### config.mk
export PLATFORM = sky130hd
export DESIGN_NAME = strap_config_serial_output
export DESIGN_NICKNAME = d
export VERILOG_FILES = /design/src/scan_out_pkg.sv /design/src/strap_config_serial_output.sv
export SDC_FILE = /design/constraint.sdc
export NUM_CORES = 1
export LEC_CHECK = 0
export BUFFER_PORTS_ARGS = -buffer_cell sky130_fd_sc_hd__buf_2
export CAP_MARGIN = 10
export CORE_AREA = 2 2 163 165
export CTS_CLUSTER_DIAMETER = 50
export CTS_CLUSTER_SIZE = 12
export DETAILED_ROUTE_END_ITERATION = 7
export DIE_AREA = 0 0 165 167
export PLACE_DENSITY = 0.79
export SLEW_MARGIN = 10
export SYNTH_ARGS = -nofsm -noshare
export SYNTH_HDL_FRONTEND = slang
export SYNTH_SLANG_ARGS = --single-unit
### constraint.sdc
create_clock -name CLK_SYS -period 4.4 [get_ports CLK_SYS]
set_input_delay 0.44 -clock CLK_SYS [delete_from_list [all_inputs] [get_ports CLK_SYS]]
set_output_delay 0.44 -clock CLK_SYS [all_outputs]
set_load 0.01 [all_outputs]
### src/scan_out_pkg.sv
// Purpose: Shared constants for the strap configuration and serial output block
// Assumes: 200 MHz system clock
// Notes: Strap codes are {sel_a, sel_b}; config word fields are listed below
package scan_out_pkg;
    // Clock and line rates
    localparam int CLK_HZ = 200_000_000;
    localparam int BAUD_2400 = 2400;
    localparam int BAUD_4800 = 4800;
    localparam int BAUD_9600 = 9600;
    localparam int BAUD_19200 = 19200;
    localparam logic [16:0] DIV_2400 = 17'(CLK_HZ / BAUD_2400);
    localparam logic [16:0] DIV_4800 = 17'(CLK_HZ / BAUD_4800);
    localparam logic [16:0] DIV_9600 = 17'(CLK_HZ / BAUD_9600);
    localparam logic [16:0] DIV_19200 = 17'(CLK_HZ / BAUD_19200);

    // Strap codes {a, b}
    localparam logic [1:0] RATE_9600 = 2'h0;
    localparam logic [1:0] RATE_4800 = 2'h1;
    localparam logic [1:0] RATE_19200 = 2'h2;
    localparam logic [1:0] RATE_2400 = 2'h3;
    localparam logic [1:0] PAR_SPACE = 2'h0;
    localparam logic [1:0] PAR_EVEN = 2'h1;
    localparam logic [1:0] PAR_MARK = 2'h2;
    localparam logic [1:0] PAR_ODD = 2'h3;
    localparam logic [1:0] TRL_NONE = 2'h0;
    localparam logic [1:0] TRL_CRLF = 2'h1;
    localparam logic [1:0] TRL_TAB = 2'h2;
    localparam logic [1:0] TRL_CR = 2'h3;

    // Config word layout
    localparam int CFG_W = 14;
    localparam int F_RATE = 0;
    localparam int F_PAR = 2;
    localparam int F_TRL = 4;
    localparam int F_PATH = 6;
    localparam int F_POLL = 7;
    localparam int F_KIND = 8;
    localparam int F_EXT = 9;
    localparam int F_C39C = 10;
    localparam int F_I25C = 11;
    localparam int F_SCHK = 12;
    localparam int F_SYM = 13;

    // Timing
    localparam int GOOD_MS = 200;
    localparam int GOOD_CYC = CLK_HZ / 1000 * GOOD_MS;
    localparam int WDT_TIMEOUT_MS = 1600;
    localparam int WDT_PERIOD_CYC = CLK_HZ / 1000 * (WDT_TIMEOUT_MS / 4);
    localparam logic [3:0] WDT_PULSE_CYC = 4'h8;
    localparam logic [1:0] STRAP_SETTLE = 2'h3;
    localparam logic [3:0] FRAME_BITS = 4'hB;

    // Characters and sizes
    localparam logic [7:0] CH_CR = 8'h0D;
    localparam logic [7:0] CH_LF = 8'h0A;
    localparam logic [7:0] CH_TAB = 8'h09;
    localparam int FIFO_DEPTH = 8;
    localparam int HDR_MAX = 10;
    localparam logic [15:0] SIG_INIT = 16'hFFFF;
endpackage

### src/strap_config_serial_output.sv
// Purpose: Strap defaults, message framing and flow-controlled serial output
// Assumes: All inputs synchronous to CLK_SYS except straps and clear-to-send
// Notes: Label bytes pass through an 8-word FIFO before framing
`timescale 1ns/1ps

////////////////////////////////////////////////////////////////////////////////
// Label byte FIFO
module label_fifo #(
    parameter int W = 9,
    parameter int D = scan_out_pkg::FIFO_DEPTH
) (
    input wire logic clk,
    input wire logic rst_n,
    input wire logic ce,
    input wire logic in_valid,
    input wire logic [W-1:0] in_data,
    output logic in_ready,
    output logic out_valid,
    output logic [W-1:0] out_data,
    input wire logic out_ready
);
    localparam int AW = $clog2(D);
    logic [W-1:0] mem [D];
    logic [AW:0] wp_r;
    logic [AW:0] rp_r;
    logic full;

    // Extra pointer bit tells full from empty
    assign full = (wp_r[AW] != rp_r[AW]) && (wp_r[AW-1:0] == rp_r[AW-1:0]);
    assign in_ready = !full;
    assign out_valid = (wp_r != rp_r);
    assign out_data = mem[rp_r[AW-1:0]];

    // Write side
    always_ff @(posedge clk) begin
        if (ce && in_valid && !full) begin
            mem[wp_r[AW-1:0]] <= in_data;
        end
    end

    // Pointers
    always_ff @(posedge clk or negedge rst_n) begin
        if (!rst_n) begin
            wp_r <= '0;
            rp_r <= '0;
        end else if (ce) begin
            if (in_valid && !full) begin
                wp_r <= wp_r + 1'b1;
            end
            if (out_ready && out_valid) begin
                rp_r <= rp_r + 1'b1;
            end
        end
    end
endmodule // label_fifo

////////////////////////////////////////////////////////////////////////////////
module strap_config_serial_output #(
    parameter int GOOD_CYCLES = scan_out_pkg::GOOD_CYC,
    parameter int WDT_PERIOD = scan_out_pkg::WDT_PERIOD_CYC
) (
    input wire logic CLK_SYS,
    input wire logic RST_N,
    input wire logic CE,
    input wire logic RATE_SEL_A,
    input wire logic RATE_SEL_B,
    input wire logic PARITY_SEL_A,
    input wire logic PARITY_SEL_B,
    input wire logic TRAILER_SEL_A,
    input wire logic TRAILER_SEL_B,
    input wire logic OUTPUT_PATH_SELECT,
    input wire logic POLLED_MODE_SELECT,
    input wire logic SCANNER_KIND_SELECT,
    input wire logic EXTENDED_SYMBOLOGY_ENABLE,
    input wire logic CODE39_CHECKSUM_ENABLE,
    input wire logic I25_CHECKSUM_ENABLE,
    input wire logic SEND_CHECKSUM_CHAR,
    input wire logic SYMBOLOGY_SELECT,
    input wire logic STORE_VALID,
    input wire logic [13:0] STORE_CFG,
    input wire logic PROG_WR,
    input wire logic [13:0] PROG_CFG,
    input wire logic ID_EN,
    input wire logic [7:0] ID_CHAR,
    input wire logic [3:0] HDR_LEN,
    input wire logic [79:0] HDR_CHARS,
    input wire logic LABEL_VALID,
    input wire logic [7:0] LABEL_DATA,
    input wire logic LABEL_LAST,
    output logic LABEL_READY,
    input wire logic DECODE_DONE,
    input wire logic CHECK_BAD,
    input wire logic POLL_REQ,
    input wire logic COMPARE_EN,
    input wire logic BUTTON_N,
    input wire logic MATCH_CMD_WR,
    input wire logic MATCH_CMD_ON,
    input wire logic SCAN_DATA,
    input wire logic CTS_N,
    input wire logic KEYBOARD_PATH_CONTROL,
    output logic RTS_N,
    output logic TXD,
    output logic WEDGE_VALID,
    output logic [7:0] WEDGE_DATA,
    output logic GOOD_LED,
    output logic NO_READ,
    output logic SUPERVISOR_PULSE,
    output logic MATCH_OUTPUT,
    output logic BAR_DETECT,
    output logic [13:0] CFG_ACTIVE
);
    typedef enum logic [2:0] {S_IDLE, S_ID, S_HDR, S_DATA, S_TRL, S_TRL2} frame_e;

    logic [13:0] strap_raw;
    logic [13:0] strap_s1_r;
    logic [13:0] strap_s2_r;
    logic cts_s1_r;
    logic cts_s2_r;
    logic [1:0] settle_r;
    logic [13:0] cfg_r;
    frame_e st_r;
    frame_e st_nxt;
    logic [3:0] hidx_r;
    logic [7:0] ch;
    logic ch_v;
    logic go;
    logic start;
    logic wedge;
    logic poll_pend_r;
    logic f_valid;
    logic [8:0] f_data;
    logic [10:0] sh_r;
    logic [3:0] nbits_r;
    logic [16:0] bcnt_r;
    logic tx_busy;
    logic load;
    logic [31:0] gcnt_r;
    logic [31:0] wcnt_r;
    logic [3:0] wpulse_r;
    logic [15:0] sig_r;
    logic [15:0] sig_nxt;
    logic [15:0] last_sig_r;
    logic [15:0] cmp_sig_r;
    logic cmp_set_r;
    logic match_r;
    logic cmd_on_r;
    logic btn_r;
    logic good;

    // Baud divisor from rate code
    function automatic logic [16:0] div_of(input logic [1:0] rc);
        case (rc)
            scan_out_pkg::RATE_19200: div_of = scan_out_pkg::DIV_19200;
            scan_out_pkg::RATE_4800: div_of = scan_out_pkg::DIV_4800;
            scan_out_pkg::RATE_2400: div_of = scan_out_pkg::DIV_2400;
            default: div_of = scan_out_pkg::DIV_9600;
        endcase
    endfunction

    // Parity bit for one character
    function automatic logic par_of(input logic [1:0] pm, input logic [7:0] c);
        case (pm)
            scan_out_pkg::PAR_EVEN: par_of = ^c;
            scan_out_pkg::PAR_MARK: par_of = 1'b1;
            scan_out_pkg::PAR_ODD: par_of = ~^c;
            default: par_of = 1'b0;
        endcase
    endfunction

    ////////////////////////////////////////////////////////////////////////////
    // Strap and clear-to-send synchronisers
    assign strap_raw = {SYMBOLOGY_SELECT, SEND_CHECKSUM_CHAR, I25_CHECKSUM_ENABLE,
        CODE39_CHECKSUM_ENABLE, EXTENDED_SYMBOLOGY_ENABLE, SCANNER_KIND_SELECT,
        POLLED_MODE_SELECT, OUTPUT_PATH_SELECT, TRAILER_SEL_A, TRAILER_SEL_B,
        PARITY_SEL_A, PARITY_SEL_B, RATE_SEL_A, RATE_SEL_B};

    always_ff @(posedge CLK_SYS or negedge RST_N) begin
        if (!RST_N) begin
            strap_s1_r <= '0;
            strap_s2_r <= '0;
            cts_s1_r <= 1'b1;
            cts_s2_r <= 1'b1;
        end else if (CE) begin
            strap_s1_r <= strap_raw;
            strap_s2_r <= strap_s1_r;
            cts_s1_r <= CTS_N;
            cts_s2_r <= cts_s1_r;
        end
    end

    ////////////////////////////////////////////////////////////////////////////
    // Active configuration: stored, strap or programmed
    // strap codes land in rate, parity and trailer fields
    // straps unless stored copy is valid; programming overrides
    always_ff @(posedge CLK_SYS or negedge RST_N) begin
        if (!RST_N) begin
            settle_r <= '0;
            cfg_r <= '0;
        end else if (CE) begin
            if (settle_r != scan_out_pkg::STRAP_SETTLE) begin
                settle_r <= settle_r + 2'h1;
                if (settle_r == scan_out_pkg::STRAP_SETTLE - 2'h1) begin
                    cfg_r <= STORE_VALID ? STORE_CFG : strap_s2_r;
                end
            end else if (PROG_WR) begin
                cfg_r <= PROG_CFG;
            end
        end
    end
    assign CFG_ACTIVE = cfg_r;

    ////////////////////////////////////////////////////////////////////////////
    // Label FIFO with running signature for compare
    label_fifo #(.W(9), .D(scan_out_pkg::FIFO_DEPTH)) u_fifo (
        .clk(CLK_SYS),
        .rst_n(RST_N),
        .ce(CE),
        .in_valid(LABEL_VALID),
        .in_data({LABEL_LAST, LABEL_DATA}),
        .in_ready(LABEL_READY),
        .out_valid(f_valid),
        .out_data(f_data),
        .out_ready(go && st_r == S_DATA)
    );

    // Signature is a cheap stand-in for holding whole labels
    assign sig_nxt = {sig_r[14:0], sig_r[15]} ^ {8'h00, LABEL_DATA};

    always_ff @(posedge CLK_SYS or negedge RST_N) begin
        if (!RST_N) begin
            sig_r <= scan_out_pkg::SIG_INIT;
            last_sig_r <= scan_out_pkg::SIG_INIT;
            cmp_sig_r <= scan_out_pkg::SIG_INIT;
            cmp_set_r <= 1'b0;
            match_r <= 1'b0;
            btn_r <= 1'b1;
        end else if (CE) begin
            btn_r <= BUTTON_N;
            if (LABEL_VALID && LABEL_READY) begin
                sig_r <= LABEL_LAST ? scan_out_pkg::SIG_INIT : sig_nxt;
                if (LABEL_LAST) begin
                    last_sig_r <= sig_nxt;
                    match_r <= cmp_set_r && (sig_nxt == cmp_sig_r);
                end
            end
            if (COMPARE_EN && btn_r && !BUTTON_N) begin
                cmp_sig_r <= last_sig_r;
                cmp_set_r <= 1'b1;
            end
        end
    end

    // match output: compare result or command level
    always_ff @(posedge CLK_SYS or negedge RST_N) begin
        if (!RST_N) begin
            cmd_on_r <= 1'b0;
            MATCH_OUTPUT <= 1'b1;
        end else if (CE) begin
            if (MATCH_CMD_WR) begin
                cmd_on_r <= MATCH_CMD_ON;
            end
            MATCH_OUTPUT <= COMPARE_EN ? !match_r : cmd_on_r;
        end
    end

    ////////////////////////////////////////////////////////////////////////////
    // Message framer
    // path strap steers characters to one output only
    assign wedge = cfg_r[scan_out_pkg::F_PATH];
    // polled mode waits for a host request
    assign start = (st_r == S_IDLE) && f_valid
        && (!cfg_r[scan_out_pkg::F_POLL] || poll_pend_r);
    // a serial character starts only with clear-to-send low and line idle; a wedge character waits for keyboard path control
    assign go = ch_v && (wedge ? KEYBOARD_PATH_CONTROL : (!tx_busy && !cts_s2_r));
    assign load = go && !wedge;

    always_comb begin
        st_nxt = st_r;
        ch = 8'h00;
        ch_v = 1'b0;
        case (st_r)
            S_IDLE: begin
                if (start) begin
                    st_nxt = ID_EN ? S_ID : ((HDR_LEN != 4'h0) ? S_HDR : S_DATA);
                end
            end
            S_ID: begin
                ch = ID_CHAR;
                ch_v = 1'b1;
                if (go) begin
                    st_nxt = (HDR_LEN != 4'h0) ? S_HDR : S_DATA;
                end
            end
            S_HDR: begin
                ch = HDR_CHARS[hidx_r * 8 +: 8];
                ch_v = 1'b1;
                if (go && (hidx_r == HDR_LEN - 4'h1)) begin
                    st_nxt = S_DATA;
                end
            end
            S_DATA: begin
                ch = f_data[7:0];
                ch_v = f_valid;
                if (go && f_data[8]) begin
                    st_nxt = (cfg_r[5:4] == scan_out_pkg::TRL_NONE) ? S_IDLE : S_TRL;
                end
            end
            S_TRL: begin
                ch = (cfg_r[5:4] == scan_out_pkg::TRL_TAB) ? scan_out_pkg::CH_TAB
                    : scan_out_pkg::CH_CR;
                ch_v = 1'b1;
                if (go) begin
                    st_nxt = (cfg_r[5:4] == scan_out_pkg::TRL_CRLF) ? S_TRL2 : S_IDLE;
                end
            end
            S_TRL2: begin
                ch = scan_out_pkg::CH_LF;
                ch_v = 1'b1;
                if (go) begin
                    st_nxt = S_IDLE;
                end
            end
            default: st_nxt = S_IDLE;
        endcase
    end

    // Framer state and header index
    always_ff @(posedge CLK_SYS or negedge RST_N) begin
        if (!RST_N) begin
            st_r <= S_IDLE;
            hidx_r <= '0;
        end else if (CE) begin
            st_r <= st_nxt;
            if (st_r != S_HDR) begin
                hidx_r <= '0;
            end else if (go) begin
                hidx_r <= hidx_r + 4'h1;
            end
        end
    end

    // Poll request held until a message starts; a new request wins
    always_ff @(posedge CLK_SYS or negedge RST_N) begin
        if (!RST_N) begin
            poll_pend_r <= 1'b0;
        end else if (CE) begin
            if (POLL_REQ) begin
                poll_pend_r <= 1'b1;
            end else if (start) begin
                poll_pend_r <= 1'b0;
            end
        end
    end

    // Wedge strobe with registered data
    always_ff @(posedge CLK_SYS or negedge RST_N) begin
        if (!RST_N) begin
            WEDGE_VALID <= 1'b0;
            WEDGE_DATA <= 8'h00;
        end else if (CE) begin
            WEDGE_VALID <= go && wedge;
            if (go && wedge) begin
                WEDGE_DATA <= ch;
            end
        end
    end

    ////////////////////////////////////////////////////////////////////////////
    // Serial transmitter: start, 8 data LSB first, parity, one stop
    assign tx_busy = (nbits_r != 4'h0);
    assign TXD = sh_r[0];

    // a started character always runs to its stop bit
    always_ff @(posedge CLK_SYS or negedge RST_N) begin
        if (!RST_N) begin
            sh_r <= '1;
            nbits_r <= '0;
            bcnt_r <= '0;
        end else if (CE) begin
            if (load) begin
                sh_r <= {1'b1, par_of(cfg_r[3:2], ch), ch, 1'b0};
                nbits_r <= scan_out_pkg::FRAME_BITS;
                bcnt_r <= div_of(cfg_r[1:0]) - 17'h1;
            end else if (tx_busy) begin
                if (bcnt_r == 17'h0) begin
                    sh_r <= {1'b1, sh_r[10:1]};
                    nbits_r <= nbits_r - 4'h1;
                    bcnt_r <= div_of(cfg_r[1:0]) - 17'h1;
                end else begin
                    bcnt_r <= bcnt_r - 17'h1;
                end
            end
        end
    end

    // request-to-send low from message start to last stop bit
    always_ff @(posedge CLK_SYS or negedge RST_N) begin
        if (!RST_N) begin
            RTS_N <= 1'b1;
        end else if (CE) begin
            RTS_N <= !(!wedge && (start || st_r != S_IDLE || tx_busy));
        end
    end

    ////////////////////////////////////////////////////////////////////////////
    // Decode result, indicator and supervisor pulses
    // enabled check of the selected code turns a bad check into no-read
    assign good = DECODE_DONE && !(CHECK_BAD && (cfg_r[scan_out_pkg::F_SYM]
        ? cfg_r[scan_out_pkg::F_C39C] : cfg_r[scan_out_pkg::F_I25C]));

    always_ff @(posedge CLK_SYS or negedge RST_N) begin
        if (!RST_N) begin
            gcnt_r <= '0;
            GOOD_LED <= 1'b0;
            NO_READ <= 1'b0;
        end else if (CE) begin
            NO_READ <= DECODE_DONE && !good;
            if (good) begin
                gcnt_r <= 32'(GOOD_CYCLES - 1);
                GOOD_LED <= 1'b1;
            end else if (gcnt_r != 32'h0) begin
                gcnt_r <= gcnt_r - 32'h1;
            end else begin
                GOOD_LED <= 1'b0;
            end
        end
    end

    // supervisor pulse at a quarter of its timeout
    always_ff @(posedge CLK_SYS or negedge RST_N) begin
        if (!RST_N) begin
            wcnt_r <= '0;
            wpulse_r <= '0;
            SUPERVISOR_PULSE <= 1'b0;
        end else if (CE) begin
            SUPERVISOR_PULSE <= (wpulse_r != 4'h0);
            if (wcnt_r == 32'(WDT_PERIOD - 1)) begin
                wcnt_r <= '0;
                wpulse_r <= scan_out_pkg::WDT_PULSE_CYC;
            end else begin
                wcnt_r <= wcnt_r + 32'h1;
                if (wpulse_r != 4'h0) begin
                    wpulse_r <= wpulse_r - 4'h1;
                end
            end
        end
    end

    always_ff @(posedge CLK_SYS or negedge RST_N) begin
        if (!RST_N) begin
            BAR_DETECT <= 1'b0;
        end else if (CE) begin
            BAR_DETECT <= cfg_r[scan_out_pkg::F_KIND] ? !SCAN_DATA : SCAN_DATA;
        end
    end
endmodule // strap_config_serial_output

==> run_results.csv <==
group,metric,value,unit
run_status,status,"finished, final reports clean",
setup_path,r2r_start,"bcnt_r[0]$_DFFE_PN0P_",
final_layout,layout.cell_area.non_filler,17080,um2
worst_hold_path,worst_hold_path_type,"primary input to flop",
sta,fin_crit_sh,0.8318,
logic_synthesis,async_flop_share,0.7600,
floorplanning,start_util,0.5697,
drt,vias,10570,
logic_synthesis,ys_ff_latch,300,
sta,rsz0062_at_grt,"false",
logic_synthesis,synth.area.top_cells,"dfrtp_1 28%, edfxtp_1 15%, dfstp_2 11%",
logic_synthesis,syn-mean-instance-area,11.48,um2
floorplanning,core-area,25760,um2
sta,post-route-min-period,3.660,ns
drt,avgViaCountPerCell,5.792,
grt,grt_first_pass_wirelength,53.86,mm
place,place_area,15980,um2
logic_synthesis,syn_area,14680,um2
logic_synthesis,synth_edf_count,72,
floorplanning,num_rows,59,
setup_path,rr_endpoint,"nbits_r[3]$_DFFE_PN0P_",
floorplanning,die_y,167,um
sta,slew_headroom,0.3244,
place,place_congestion,0.8613,
drt,finalWirelength,33.45,mm
drt,antenna_left,0,
job,drv_cap,0,
worst_hold_path,hold-path-endpoint,"poll_pend_r$_DFFE_PN0P_",
sta,drv_slew,0,
setup_path,crit_type,"flop to flop",
logic_synthesis,synth_cells,1278,
final_layout,seqCellArea,7948,um2
cts,root_buffer,"clkbuf_16",
grt,grt_pass1_vias,10530,
final_layout,nets,1640,
logic_synthesis,synth.top_cell.area_share,0.2813,
final_layout,final_core_util,0.6630,
logic_synthesis,syn_nets,1456,
cts,ctsResizeCount,0,
grt,gr-total-overflow,0,
sta,holdWs,0.1297,ns
place,dp_hpwl,23.45,mm
final_layout,syn2layout_area_growth,16.38,%
setup_path,end_kind,"flop",
logic_synthesis,yosysTopAreaCell,"dfrtp_1",
cts,cts_sinks,300,
sta,worstMarginPinSlew,1.008,ns
power_and_ir_drop,p_leak,6.955,nW
setup_path,critPathLaunchType,"flop",
sta,setup_slack,0.7401,ns
floorplanning,io_pins,191,
logic_synthesis,synthFlopType,"dfrtp_1",
grt,grt_max_degree,110,
grt,grt_use_total,0.2467,
sta,timing.fmax,273.2,MHz
floorplanning,die_area,27560,um2
sta,clock_skew,0.01653,ns
setup_path,path_max_fanout,15,
power_and_ir_drop,pwr_density_cell,555.1,nW/um2
logic_synthesis,synth.distinct_cells,76,
setup_path,rrSetupSlack,0.74,ns
cts,clock_latency,0.51,ns
cts,cts_tree,"done",
drt,drt_pass1_iterations,5,
cts,clk_path_buf_depth,3,
drt,routedWlPerCell,18.34,um
setup_path,r2r_cells,11,
sta,setup_viol,0,
final_layout,multi_input_area,6362,um2
drt,drtIter0Drc,755,
logic_synthesis,yosysMostFrequentCell,"dfrtp_1",
cts,post_cts.repair.setup_buffers,0,
logic_synthesis,ys_warn_count,0,
cts,clk_pin_slew_worst_paths,0.06,ns
cts,cts_buffers,35,
worst_hold_path,hold_path_depth,3,
sta,finalHoldViolCount,0,
grt,antenna_found_initial,2,
logic_synthesis,ys_seq_area_frac,0.5414,
drt,drc,0,
sta,setup_tns,0,ns
place,pre_cts_ws,0.7878,ns
power_and_ir_drop,ir_drop,0.4282,mV
cts,cts_max_level,2,
worst_hold_path,min_from,"POLL_REQ",
place,io_buffers,190,
final_layout,n_fill_cell,1899,
floorplanning,dieWidth,165,um
logic_synthesis,synth_common_cells,"165 x dfrtp_1, 136 x nor2_1, 103 x nand2_1, 74 x mux2_2, 72 x edfxtp_1",
final_layout,drive_gt1_frac,0.3006,
setup_path,worstPathRequired,4.78,ns
setup_path,cp_data_arrival_time,4.04,ns
sequential cells by signal, indices dropped and copies added, names as in the netlist, 2 cells and up:
| signal | flops |
|---|---|
| u_fifo.mem | 72 |
| gcnt_r | 32 |
| wcnt_r | 32 |
| bcnt_r | 17 |
| cmp_sig_r | 16 |
| last_sig_r | 16 |
| sig_r | 16 |
| CFG_ACTIVE | 14 |
| strap_s1_r | 14 |
| strap_s2_r | 14 |
| sh_r | 10 |
| WEDGE_DATA | 8 |
| hidx_r | 4 |
| nbits_r | 4 |
| u_fifo.rp_r | 4 |
| u_fifo.wp_r | 4 |
| wpulse_r | 4 |
| st_r | 3 |
| settle_r | 2 |
logic make-up (layout without fill, tap and decap cells):
kind of cell / Yosys count / after routing / synth area share
flops: 300 / 300 / 0.5414
xor+xnor: 108 / 108 / 0.06632
buf+inv: 93 / 302 / 0.02557
simple gates: 412 / 412 / 0.1378
fa+ha+maj: 18 / 18 / 0.01534
other cells: 0 / 2 / 0
mux: 149 / 149 / 0.1318
compound gates: 198 / 198 / 0.08184
critical path, stage by stage, from the launching register on:
cell and delay, ns:
dfrtp_1 0.41, inv_1 0.07, ha_1 0.20, or3b_1 0.43, or4b_4 0.54, or2_1 0.27, or4_4 0.45, o21ai_2 0.15
nand2_1 0.27, or4_1 0.50, xor2_1 0.15, o21ai_0 0.09
metal layers:
layer	vias up	wire, um	GRT usage
li1	4969	-	-
met1	5216	14240	0.3409
met2	313	16520	0.4029
met3	67	1900	0.04209
met4	0	789	0.07146
met5	-	0	0
report_power, final:
part           leakage, nW  switching [W]  internal, W
Combinational         3.09        0.00142      0.00125
Clock                0.525        0.00113      0.00161
Sequential            3.34       0.000541      0.00355
Total                 6.96        0.00308      0.00640
cells in the final DEF (no fill, tap or decap), types with 6 or more instances in the layout:
cell type and instances:
mux2i_1 47, nand3_1 24, clkbuf_16 36, and3_1 6, dfstp_2 63, xor2_1 52, inv_1 25, o22ai_1 7
a31oi_1 7, nand2_1 103, xnor2_1 54, nor4_1 17, nor3_1 30, edfxtp_1 72, ha_1 18, nand2b_1 12
o21ai_0 64, nor2b_1 8, a21oi_1 67, dfrtp_1 164, o31ai_1 11, nor2_1 136, and2_1 9, mux4_2 28
buf_2 189, buf_4 23, nand4_1 13, mux2_2 74, clkbuf_1 13, or3_1 11
how the worst max path moves through the flow:
stage / slack [ns] / to / cells past startpoint / start
final: 0.74 / nbits_r[3]$_DFFE_PN0P_ / 11 / bcnt_r[0]$_DFFE_PN0P_
after global routing: 0.51 / nbits_r[3]$_DFFE_PN0P_ / 11 / bcnt_r[0]$_DFFE_PN0P_
after CTS: 0.78 / nbits_r[3]$_DFFE_PN0P_ / 11 / bcnt_r[0]$_DFFE_PN0P_
after detailed placement: 0.79 / nbits_r[3]$_DFFE_PN0P_ / 11 / bcnt_r[0]$_DFFE_PN0P_
after global placement: 0.88 / nbits_r[3]$_DFFE_PN0P_ / 11 / bcnt_r[0]$_DFFE_PN0P_
after floorplan: 1.24 / nbits_r[3]$_DFFE_PN0P_ / 11 / bcnt_r[0]$_DFFE_PN0P_
area by class of cell:
class,instances,area share
timing repair buffer,215,0.06812
clock inverter,12,0.007398
tap,335,0.02454
multi-input combinational,885,0.3725
antenna,2,0.0002930
clock buffer,50,0.05640
sequential,300,0.4653
inverter,25,0.005494
repair_timing:
item | CTS | global route
endpoints found under the hold margin | 67 | 0
hold buffers | 1 | 0
endpoints found under the setup margin | 0 | 0
stage by stage:
stage,std cells,power (W)
after detailed placement,1759,0.006757
final,1824,0.009481
after CTS,1822,0.009540
after floorplan,1278,0.005922
after global placement,1759,0.006631
after global routing,1824,0.01003
Power figures use the tool's default switching activity.
